`src/hdl/gpint_pkg.sv`:
```
// Package for the port block: register map, field positions, reset values and carrier types
package gpint_pkg;
   localparam logic [7:0] GPINT_OFS_DATA = 8'h00;
   localparam logic [7:0] GPINT_OFS_DIR = 8'h04;
   localparam logic [7:0] GPINT_OFS_INTCTL = 8'h08;
   localparam logic [7:0] GPINT_OFS_OPTION = 8'h0C;
   localparam logic [7:0] GPINT_OFS_ANALOG = 8'h10;
   localparam int GPINT_CHG_FLAG_BIT = 0;
   localparam int GPINT_EXT_FLAG_BIT = 1;
   localparam int GPINT_CHG_EN_BIT = 3;
   localparam int GPINT_EXT_EN_BIT = 4;
   localparam int GPINT_GIE_BIT = 7;
   localparam int GPINT_EDGE_BIT = 6;
   localparam int GPINT_PULLUP_BIT = 7;
   localparam int GPINT_MASTER_CLEAR_PIN = 3;
   localparam int GPINT_EXT_PIN = 2;
   localparam int GPINT_INSTR_CLOCK_OUTPUT_PIN = 4;
   localparam int GPINT_OSC_PIN = 5;
   localparam logic [7:0] GPINT_DIR_RESET = 8'hFF;
   localparam logic [7:0] GPINT_INTCTL_RESET = 8'h00;
   localparam logic [7:0] GPINT_OPTION_RESET = 8'hFF;
   localparam logic [3:0] GPINT_ANALOG_RESET = 4'hF;
   localparam logic [7:0] GPINT_LATCH_RESET = 8'h00;
   localparam logic [7:0] GPINT_INTCTL_WMASK = 8'h9B;
   localparam logic [2:0] GPINT_CHG_PINS = 3'b111;

   typedef enum logic [2:0] {OSC_LP, OSC_XT, OSC_HS, OSC_EXTERNAL_RC_OSC_MODE, OSC_INTERNAL_RC_OSC_MODE} gpint_osc_type;

   typedef struct packed {
      gpint_osc_type oscMode;
      logic masterClear;
      logic clockOut;
   } gpint_cfg_type;

   typedef struct packed {
      logic sel;
      logic enable;
      logic write;
      logic [7:0] addr;
      logic [31:0] wdata;
   } gpint_apb_req_type;
endpackage

```
`src/hdl/gpint_port.sv`:
```
// General purpose port with weak pull-ups, change interrupt and edge interrupt, APB slave
//
// Our own choices: the register addresses and the APB slave port.
`timescale 1ns/10ps

// Function
// RULE1: Port read returns pin levels, not latch
// RULE2: Reset sets every direction bit to one
// RULE3: Eight-bit port, six external, two internal
// RULE4: Pin 3 input only, direction reads one
// RULE5: Direction bits 6 and 7 read zero
// RULE6: Alternate-function pins read zero
// RULE7: Direction one tristates, zero drives latch
// RULE8: Pull-ups and change on pins 0,1,3, shared
// RULE9: Master clear pin: pull-up on, no change, zero
// RULE10: Oscillator modes own pins 4,5 direction writes
// RULE11: Clock output ignores direction bit 4 writes
// RULE12: Latches hold; inputs sampled, not latched
// RULE13: Analog pins after reset, read zero
// RULE14: Analog reconfiguration may set both flags
// RULE15: External pin edge chosen by option bit 6
// RULE16: Edge sets flag bit 1, bit 4 enables
// RULE17: Software clears external flag; hardware never
// RULE18: External interrupt wakes core from sleep
// RULE19: Change on pins 3,1,0 sets flag bit 0
// RULE20: Software avoids writing internal pins 6,7
// RULE21: Change compares against last-read levels
// RULE22: Request needs flag, enable and global enable
module gpint_port
   import gpint_pkg::*;
(
   // Clock and reset
   input wire logic clk,
   input wire logic rstn,
   // Configuration word
   input wire gpint_cfg_type cfgWord,
   // APB slave
   input wire logic psel,
   input wire logic penable,
   input wire logic pwrite,
   input wire logic [7:0] paddr,
   input wire logic [31:0] pwdata,
   output logic [31:0] prdata,
   output logic pready,
   output logic pslverr,
   // Pins
   input wire logic [7:0] pinIn,
   output logic [7:0] pinOut,
   output logic [7:0] pinOe,
   output logic [2:0] pullUpOn,
   // Core interface
   input wire logic sleepMode,
   output logic intRequest,
   output logic wakeUp
);
   ////////////////////////////////////////////////////////////////////////////////
   // Registers
   gpint_cfg_type cfg_q;
   logic [7:0] sync1_q, sync2_q, sync3_q, pins_q;
   logic [7:0] latch_q, dir_q, intctl_q, option_q;
   logic [3:0] analog_q;
   logic [2:0] snap_q;
   logic extPrev_q;
   logic [1:0] div_q;
   logic [31:0] prdata_q;
   logic pready_q, pslverr_q, irq_q, wake_q;
   logic [7:0] pinOut_q, pinOe_q;
   logic [2:0] pullUp_q;

   ////////////////////////////////////////////////////////////////////////////////
   // Decode
   gpint_apb_req_type req;
   assign req = '{sel: psel, enable: penable, write: pwrite, addr: paddr, wdata: pwdata};
   wire setup = req.sel && !req.enable;
   wire access = req.sel && req.enable && pready_q;
   wire wr = access && req.write;
   wire rd = access && !req.write;
   wire hitData = (req.addr == GPINT_OFS_DATA);
   wire hitDir = (req.addr == GPINT_OFS_DIR);
   wire hitInt = (req.addr == GPINT_OFS_INTCTL);
   wire hitOpt = (req.addr == GPINT_OFS_OPTION);
   wire hitAna = (req.addr == GPINT_OFS_ANALOG);
   wire mapped = hitData || hitDir || hitInt || hitOpt || hitAna;

   ////////////////////////////////////////////////////////////////////////////////
   // Pin functions
   wire mclrMode = cfg_q.masterClear;
   wire oscPin4Port = (cfg_q.oscMode == OSC_EXTERNAL_RC_OSC_MODE) || (cfg_q.oscMode == OSC_INTERNAL_RC_OSC_MODE);
   wire oscPin5Port = (cfg_q.oscMode == OSC_INTERNAL_RC_OSC_MODE);
   wire clkOutMode = cfg_q.clockOut && oscPin4Port;
   wire dirWrAllowed = oscPin4Port;
   // Alternate functions mask pin reads
   wire [7:0] altMask = {2'b00, !oscPin5Port, !oscPin4Port || clkOutMode || analog_q[3],
      mclrMode, analog_q[2], analog_q[1], analog_q[0]}; // RULE6 RULE9 RULE13
   wire [7:0] portRead = pins_q & ~altMask; // RULE1 RULE6
   wire [7:0] dirRead = {2'b00, dir_q[5:4], 1'b1, dir_q[2:0]}; // RULE4 RULE5
   wire [7:0] dirEff = {dir_q[7:6], dirWrAllowed ? dir_q[5:4] : 2'b11, 1'b1, dir_q[2:0]};
   wire [2:0] chgNow = {portRead[3], portRead[1], portRead[0]};
   wire [2:0] chgMask = {!mclrMode, 2'b11} & GPINT_CHG_PINS; // RULE9
   wire chgEvent = |((chgNow ^ snap_q) & chgMask); // RULE19 RULE21 RULE14
   wire extNow = portRead[GPINT_EXT_PIN];
   wire edgeSel = option_q[GPINT_EDGE_BIT];
   wire extEvent = edgeSel ? (extNow && !extPrev_q) : (!extNow && extPrev_q); // RULE15 RULE14
   wire [7:0] dirWrite = {req.wdata[7:5], clkOutMode ? dir_q[4] : req.wdata[4],
      1'b1, req.wdata[2:0]};
   wire [7:0] dirNext = {dirWrite[7:6], dirWrAllowed ? dirWrite[5:4] : dir_q[5:4],
      dirWrite[3:0]}; // RULE10 RULE11
   wire [7:0] intWr = (intctl_q & ~GPINT_INTCTL_WMASK) | (req.wdata[7:0] & GPINT_INTCTL_WMASK);
   wire [7:0] intBase = (wr && hitInt) ? intWr : intctl_q; // RULE17
   wire [7:0] intNext = intBase | {6'h00, extEvent, chgEvent}; // RULE16 RULE19
   wire chgReq = intctl_q[GPINT_CHG_FLAG_BIT] && intctl_q[GPINT_CHG_EN_BIT];
   wire extReq = intctl_q[GPINT_EXT_FLAG_BIT] && intctl_q[GPINT_EXT_EN_BIT];
   wire irqNext = (chgReq || extReq) && intctl_q[GPINT_GIE_BIT]; // RULE22
   wire wakeNext = sleepMode && extReq; // RULE18
   wire pullShared = option_q[GPINT_PULLUP_BIT];
   wire [31:0] readMux = hitData ? {24'h00_0000, portRead} :
      hitDir ? {24'h00_0000, dirRead} :
      hitInt ? {24'h00_0000, intctl_q} :
      hitOpt ? {24'h00_0000, option_q} :
      hitAna ? {28'h000_0000, analog_q} : 32'h0000_0000;

   ////////////////////////////////////////////////////////////////////////////////
   // Configuration and pin synchroniser
   always_ff @(posedge clk)
   begin
      if (!rstn)
         cfg_q <= cfgWord;
   end

   always_ff @(posedge clk)
   begin
      sync1_q <= pinIn;
      sync2_q <= sync1_q;
      sync3_q <= sync2_q;
      if (!rstn)
         pins_q <= sync3_q;
      else if (sync2_q == sync3_q)
         pins_q <= sync3_q; // RULE12
   end

   ////////////////////////////////////////////////////////////////////////////////
   // Software registers
   always_ff @(posedge clk)
   begin
      if (!rstn)
      begin
         latch_q <= GPINT_LATCH_RESET;
         dir_q <= GPINT_DIR_RESET; // RULE2
         intctl_q <= GPINT_INTCTL_RESET;
         option_q <= GPINT_OPTION_RESET;
         analog_q <= GPINT_ANALOG_RESET; // RULE13
      end
      else
      begin
         if (wr && hitData)
            latch_q <= req.wdata[7:0]; // RULE12 RULE3
         if (wr && hitDir)
            dir_q <= dirNext;
         if (wr && hitOpt)
            option_q <= req.wdata[7:0];
         if (wr && hitAna)
            analog_q <= req.wdata[3:0];
         intctl_q <= intNext;
      end
   end

   ////////////////////////////////////////////////////////////////////////////////
   // Change snapshot, edge history, clock divider
   always_ff @(posedge clk)
   begin
      if (!rstn)
      begin
         snap_q <= chgNow;
         extPrev_q <= extNow;
         div_q <= 2'b00;
      end
      else
      begin
         if (rd && hitData)
            snap_q <= chgNow; // RULE21
         extPrev_q <= extNow;
         div_q <= div_q + 2'b01;
      end
   end

   ////////////////////////////////////////////////////////////////////////////////
   // Pin drivers and interrupt outputs
   always_ff @(posedge clk)
   begin
      if (!rstn)
      begin
         pinOut_q <= 8'h00;
         pinOe_q <= 8'h00;
         pullUp_q <= 3'b000;
         irq_q <= 1'b0;
         wake_q <= 1'b0;
      end
      else
      begin
         pinOut_q <= {latch_q[7:5], clkOutMode ? div_q[1] : latch_q[4], latch_q[3:0]};
         pinOe_q <= ~dirEff | {3'b000, clkOutMode, 4'h0}; // RULE7
         pullUp_q <= {mclrMode || pullShared, pullShared, pullShared}; // RULE8 RULE9
         irq_q <= irqNext;
         wake_q <= wakeNext;
      end
   end

   ////////////////////////////////////////////////////////////////////////////////
   // APB answer
   always_ff @(posedge clk)
   begin
      if (!rstn)
      begin
         pready_q <= 1'b0;
         pslverr_q <= 1'b0;
         prdata_q <= 32'h0000_0000;
      end
      else
      begin
         pready_q <= setup;
         pslverr_q <= setup && !mapped;
         if (setup)
            prdata_q <= req.write ? 32'h0000_0000 : readMux;
      end
   end

   assign prdata = prdata_q;
   assign pready = pready_q;
   assign pslverr = pslverr_q;
   assign pinOut = pinOut_q;
   assign pinOe = pinOe_q;
   assign pullUpOn = pullUp_q;
   assign intRequest = irq_q;
   assign wakeUp = wake_q;
endmodule

```
`config.mk`:
```
export PLATFORM = sky130hd
export DESIGN_NAME = gpint_port
export DESIGN_NICKNAME = d
export VERILOG_FILES = /design/src/hdl/gpint_pkg.sv /design/src/hdl/gpint_port.sv
export SDC_FILE = /design/constraint.sdc
export NUM_CORES = 1
export LEC_CHECK = 0
export BUFFER_PORTS_ARGS = -buffer_cell sky130_fd_sc_hd__buf_2
export CORE_ASPECT_RATIO = 1.75
export CORE_MARGIN = 4
export CORE_UTILIZATION = 50
export CTS_CLUSTER_DIAMETER = 50
export CTS_CLUSTER_SIZE = 20
export DETAILED_ROUTE_END_ITERATION = 10
export GPL_ROUTABILITY_DRIVEN = 1
export PLACE_DENSITY = 0.77
export SYNTH_ARGS = -nofsm -noshare
export SYNTH_HDL_FRONTEND = slang
export SYNTH_SLANG_ARGS = --single-unit
```
`constraint.sdc`:
```
create_clock -name clk -period 3.4 [get_ports clk]
set_clock_uncertainty 0.05 [all_clocks]
set_input_delay 0.68 -clock clk [delete_from_list [all_inputs] [get_ports clk]]
set_output_delay 0.68 -clock clk [all_outputs]
set_load 0.02 [all_outputs]
```
== Word-level counts from Yosys, hierarchy flattened ==
Index checks and enable logic that the tools add are counted.

* Word-level logic and storage cells: 98
* Register bits: 133
* Bits of input ports: 59

* Bitwise gates (word level): 9
* Reductions and logical operators: 40
* Mux-type cells: 14
* Add/sub/neg operators: 1
* Eq/ne operators: 9

{| class="wikitable"
|+ Operators with widths
! operator !! number
|-
| 2-to-1 mux 8 bit || 8
|-
| logical AND 1 bit || 19
|-
| equality test 8 x 4 -> 1 bit (second input constant) || 2
|-
| logical OR 1 bit || 9
|-
| AND 8 bit || 1
|-
| equality test 8 x 3 -> 1 bit (second input constant) || 1
|-
| equality test 8 x 5 -> 1 bit (second input constant) || 1
|-
| equality test 8 bit || 1
|-
| logical NOT 1 bit || 8
|-
| logical NOT 8 bit || 1
|-
| inverter 6 -> 8 bit || 1
|-
| inverter 8 bit || 1
|-
| OR 7 x 8 -> 8 bit || 1
|-
| OR 8 x 2 -> 8 bit || 1
|-
| OR 8 x 5 -> 8 bit || 1
|-
| 2-to-1 mux 3 bit || 2
|-
| 2-to-1 mux 4 bit || 1
|-
| inequality test 2 x 1 -> 1 bit (second input constant) || 2
|-
| AND 3 bit || 1
|-
| equality test 3 x 2 -> 1 bit (second input constant) || 1
|-
| equality test 3 bit (second input constant) || 1
|-
| AND reduction 3 bit || 1
|-
| OR reduction 3 bit || 1
|-
| XOR 3 bit || 1
|-
| 5 further kinds || 6
|}

== Depth between registers and ports, before layout ==
* Depth after elaboration: 11
* Mapped depth: 6
* Depth with buffers taken out: 4

== Least setup slack after synthesis ==
Ideal clock, no wire load.

* Path kind: input to register
* Start point: input paddr[5]
* End point: register snap_q[0] (enable)
* Stages: 3
* Slack: 1207 ps
* Path buffers: 0
* Data required time: 2976 ps
* Data arrival time: 1769 ps
* Cell sequence: nor4_4 -> nand2_2 -> o41ai_1

* Cells in the longest elaborated chain, start to end: 3

{| class="wikitable"
|+ RTL lines
! item !! RTL line !! text
|-
| start: declaration || gpint_port.sv:41 || <nowiki>input wire logic [7:0] paddr,</nowiki>
|-
| logical NOT 8 bit || gpint_port.sv:78 || <nowiki>wire hitData = (req.addr == GPINT_OFS_DATA);</nowiki>
|-
| logical AND 1 bit || gpint_port.sv:179 || <nowiki>if (rd && hitData)</nowiki>
|-
| inequality test 2 x 1 -> 1 bit (no line) || -- ||
|-
| end signal: assignment || gpint_port.sv:173 || <nowiki>snap_q <= chgNow;</nowiki>
|-
| end signal: assignment || gpint_port.sv:180 || <nowiki>snap_q <= chgNow;</nowiki>
|-
| end: declaration || gpint_port.sv:62 || <nowiki>logic [2:0] snap_q;</nowiki>
|}

No other way between the ends.
A chain may end at the register's enable or synchronous reset.

== Worst setup path after layout ==
* Start point: input paddr[4]
* End point: register snap_q[1] (enable)

Same word-level chain as after synthesis.

==> flow_metrics.tcl <==
set metrics [dict create \
    status "completed" \
    synthArstFlopShare 0 \
    die-area_um2 9140 \
    cts_hold_buffers 0 \
    ant_nets 0 \
    worst_path_max_delay_cell "o41ai_1" \
    first_global_vias 2541 \
    firstDrtPassIters 4 \
    synth-seq-area-share 0.588 \
    reg2reg_from "sync3_q[4]$_DFF_P_" \
    grt_pass1_wl_mm 11.9 \
    tns_ns 0 \
    endpoint_kind "register" \
    worstSkewPairLatency_ns 0.34 \
    drt-wirelength-per-cell_um 14.8 \
    hold_viol 0 \
    post_cts_buffers 0 \
    crit_chain "buf_2, nor4_4, nand2_2, o41ai_1" \
    arrival_ns 2.21 \
    fill_cells 622 \
    hp-start "sync1_q[3]$_DFF_P_" \
    hold_depth 0 \
    post-route-min-period_ns 2.29 \
    cp.buffers_inverters 1 \
    nNetsFinal 479 \
    period_share 0.675 \
    place_congestion 0.830 \
    post-route-drc-count 0 \
    drt_iter0_drc 236 \
    synthCells 357 \
    die_w_um 74.0 \
    drive_gt1_frac 0.207 \
    required_ns 3.32 \
    synthDistinctLibCells 44 \
    vias 2675 \
    antennaDiodeCount 0 \
    clkSinkCount 104 \
    reg2reg_to "pins_q[3]$_DFFE_PP_" \
    utilization 0.599 \
    synth.avg_cell_area_um2 10.7 \
    wl_mm 7.56 \
    grtUsageTotal 0.176 \
    cts_resized 0 \
    rrSetupSlack_ns 1.45 \
    gr-total-overflow 0 \
    synth_ff_type "dfxtp_1" \
    ys_warn_count 0 \
    clk_pin_slew_worst_paths_ns 0.06 \
    crit_family "compound AO/OA/AOI/OAI gates" \
    finalSetupViolations 0 \
    io_buffer_count 64 \
    hpwl_mm 5.71 \
    finalPower_w 0.00241 \
    clockRootBuffer "clkbuf_16" \
    grt_max_degree 24 \
    worst_pin_slew_ns 1.04 \
    design.core.area_um2 7340 \
    startpoint_type "input port" \
    path_max_fanout 13 \
    antenna_found_initial 0 \
    synth_edf_count 16 \
    clockBufferDepth 2 \
    syn2layout_area_growth_pct 15.2 \
    cts_tree "built" \
    cpPeakStageDelay_ns 0.73 \
    criticalPathCategory "in2reg" \
    start_util 0.520 \
    cts_buffers 9 \
    fmax_ghz 0.436 \
    min_to "sync2_q[3]$_DFF_P_" \
    reg2regPathDepth 3 \
    relSlewSlack 0.296 \
    io_pins 114 \
    netlist_area_um2 3810 \
    rsz0062_at_grt "false" \
    via_per_inst 5.23 \
    fp-row-count 41 \
    hp-class "reg2reg" \
    die-height_um 123 \
    drv_cap 0 \
    p_leak_nw 1.98 \
    ys_ff_latch 104 \
    htree_levels 3 \
    cellPowerDensity_nw_per_um2 550 \
    slew_violations 0 \
    irDropWorstVdd_uv 370 \
]
-- cells by family (layout without fill, tap and decap cells) --
| kind of cell | count (synthesis) | after routing | share of synthesized area |
|---|---|---|---|
| muxes | 26 | 26 | 0.0686 |
| and+or+nand+nor | 124 | 124 | 0.171 |
| DFF | 104 | 104 | 0.588 |
| AOI/OAI and AO/OA | 47 | 47 | 0.0758 |
| xor gates and xnor gates | 12 | 12 | 0.0276 |
| buffers and inverters | 43 | 87 | 0.0680 |
| other | 1 | 25 | 0.000984 |
-- cells in the final DEF, fill, tap and decap left out, drive strengths merged, types with 8 or more instances in the layout --
cell type / count
conb: 25
mux2i: 25
nand2: 47
and2: 10
xnor2: 10
edfxtp: 16
nor3: 8
buf: 67
a21oi: 13
nor2: 20
clkbuf: 12
nor2b: 8
o21ai: 17
dfxtp: 88
-- metal layers --
metal	part of all wire	wire length, µm	GRT usage	vias to the layer above
li1	-	-	-	1304
met1	0.36	2730	0.182	1258
met2	0.53	4030	0.311	97
met3	0.069	520	0.0374	16
met4	0.037	279	0.111	0
met5	0	0	0	-
-- worst max-delay path by stage --
stage	from	end	cells past startpoint
after global routing	paddr[4]	snap_q[0]$_DFFE_PP_	4
after floorplan	paddr[5]	snap_q[0]$_DFFE_PP_	3
after detailed placement	paddr[4]	snap_q[2]$_DFFE_PP_	4
after global placement	paddr[4]	snap_q[1]$_DFFE_PP_	4
after CTS	paddr[4]	snap_q[0]$_DFFE_PP_	4
final	paddr[4]	snap_q[1]$_DFFE_PP_	4
-- worst register-to-register path: cells and delay by family, from the launching register on --
family	cells	cell delay, ns
xor gates and xnor gates	1	0.21
and+or+nand+nor	1	0.15
AOI/OAI and AO/OA	1	0.83
DFF	1	0.32
-- flip-flops by register name, indices dropped and copies added, names as in the netlist --
signal      cells
option_q        8
extPrev_q       1
snap_q          3
wakeUp          1
prdata          8
analog_q        4
mclrMode        1
sync1_q         8
sync2_q         8
pinOe           7
intRequest      1
pinOut          8
pins_q          8
dir_q           7
pslverr         1
sync3_q         8
intctl_q        5
pready          1
pullUpOn        2
div_q           2
latch_q         8
cfg_q           4
-- final cells by class --
cell class	instances	area, µm²	share of cell area
timing repair buffer	67	343	0.0781
multi-input combinational	234	1400	0.319
inverter	4	15.0	0.00342
clock inverter	4	26.3	0.00598
sequential	104	2240	0.511
clock buffer	12	258	0.0587
tap	86	108	0.0245
-- metrics by stage --
| step | worst slack, ns | std cells | cell area (µm²) | hold slack, ns |
|---|---|---|---|---|
| floorplan | 1.21 | 381 | 3900 | 0.260 |
| global placement | 0.852 | 495 | 4110 | 0.261 |
| detailed placement | 0.782 | 495 | 4110 | 0.262 |
| CTS | 1.11 | 511 | 4390 | 0.278 |
| global route | 0.923 | 511 | 4390 | 0.285 |
| finish | 1.11 | 511 | 4390 | 0.276 |
-- cells in the mapped netlist, drive strengths merged (2+ instances only) --
cell / instances / area share
nand3: 3 / 0.0039
nor4: 2 / 0.0089
nand3b: 2 / 0.0039
edfxtp: 16 / 0.13
and2: 10 / 0.016
nand4: 7 / 0.015
nand2b: 5 / 0.0082
buf: 27 / 0.052
clkbuf: 12 / 0.012
or4: 2 / 0.0039
and4: 2 / 0.0046
nand2: 47 / 0.047
dfxtp: 88 / 0.46
o22a: 3 / 0.0069
a22oi: 2 / 0.0039
a22o: 2 / 0.0046
nor3: 8 / 0.011
nor2: 20 / 0.020
nor2b: 8 / 0.013
a21oi: 13 / 0.017
xnor2: 10 / 0.023
nor3b: 6 / 0.012
xor2: 2 / 0.0046
inv: 3 / 0.0030
mux2i: 25 / 0.066
o21ai: 17 / 0.022
o31ai: 3 / 0.0059
-- where the power goes --
| group | switching (W) | internal [W] |
|---|---|---|
| Sequential | 0.0000185 | 0.00128 |
| Combinational | 0.0000985 | 0.0000485 |
| Clock | 0.000424 | 0.000542 |
(Power assumes the default switching activity.)
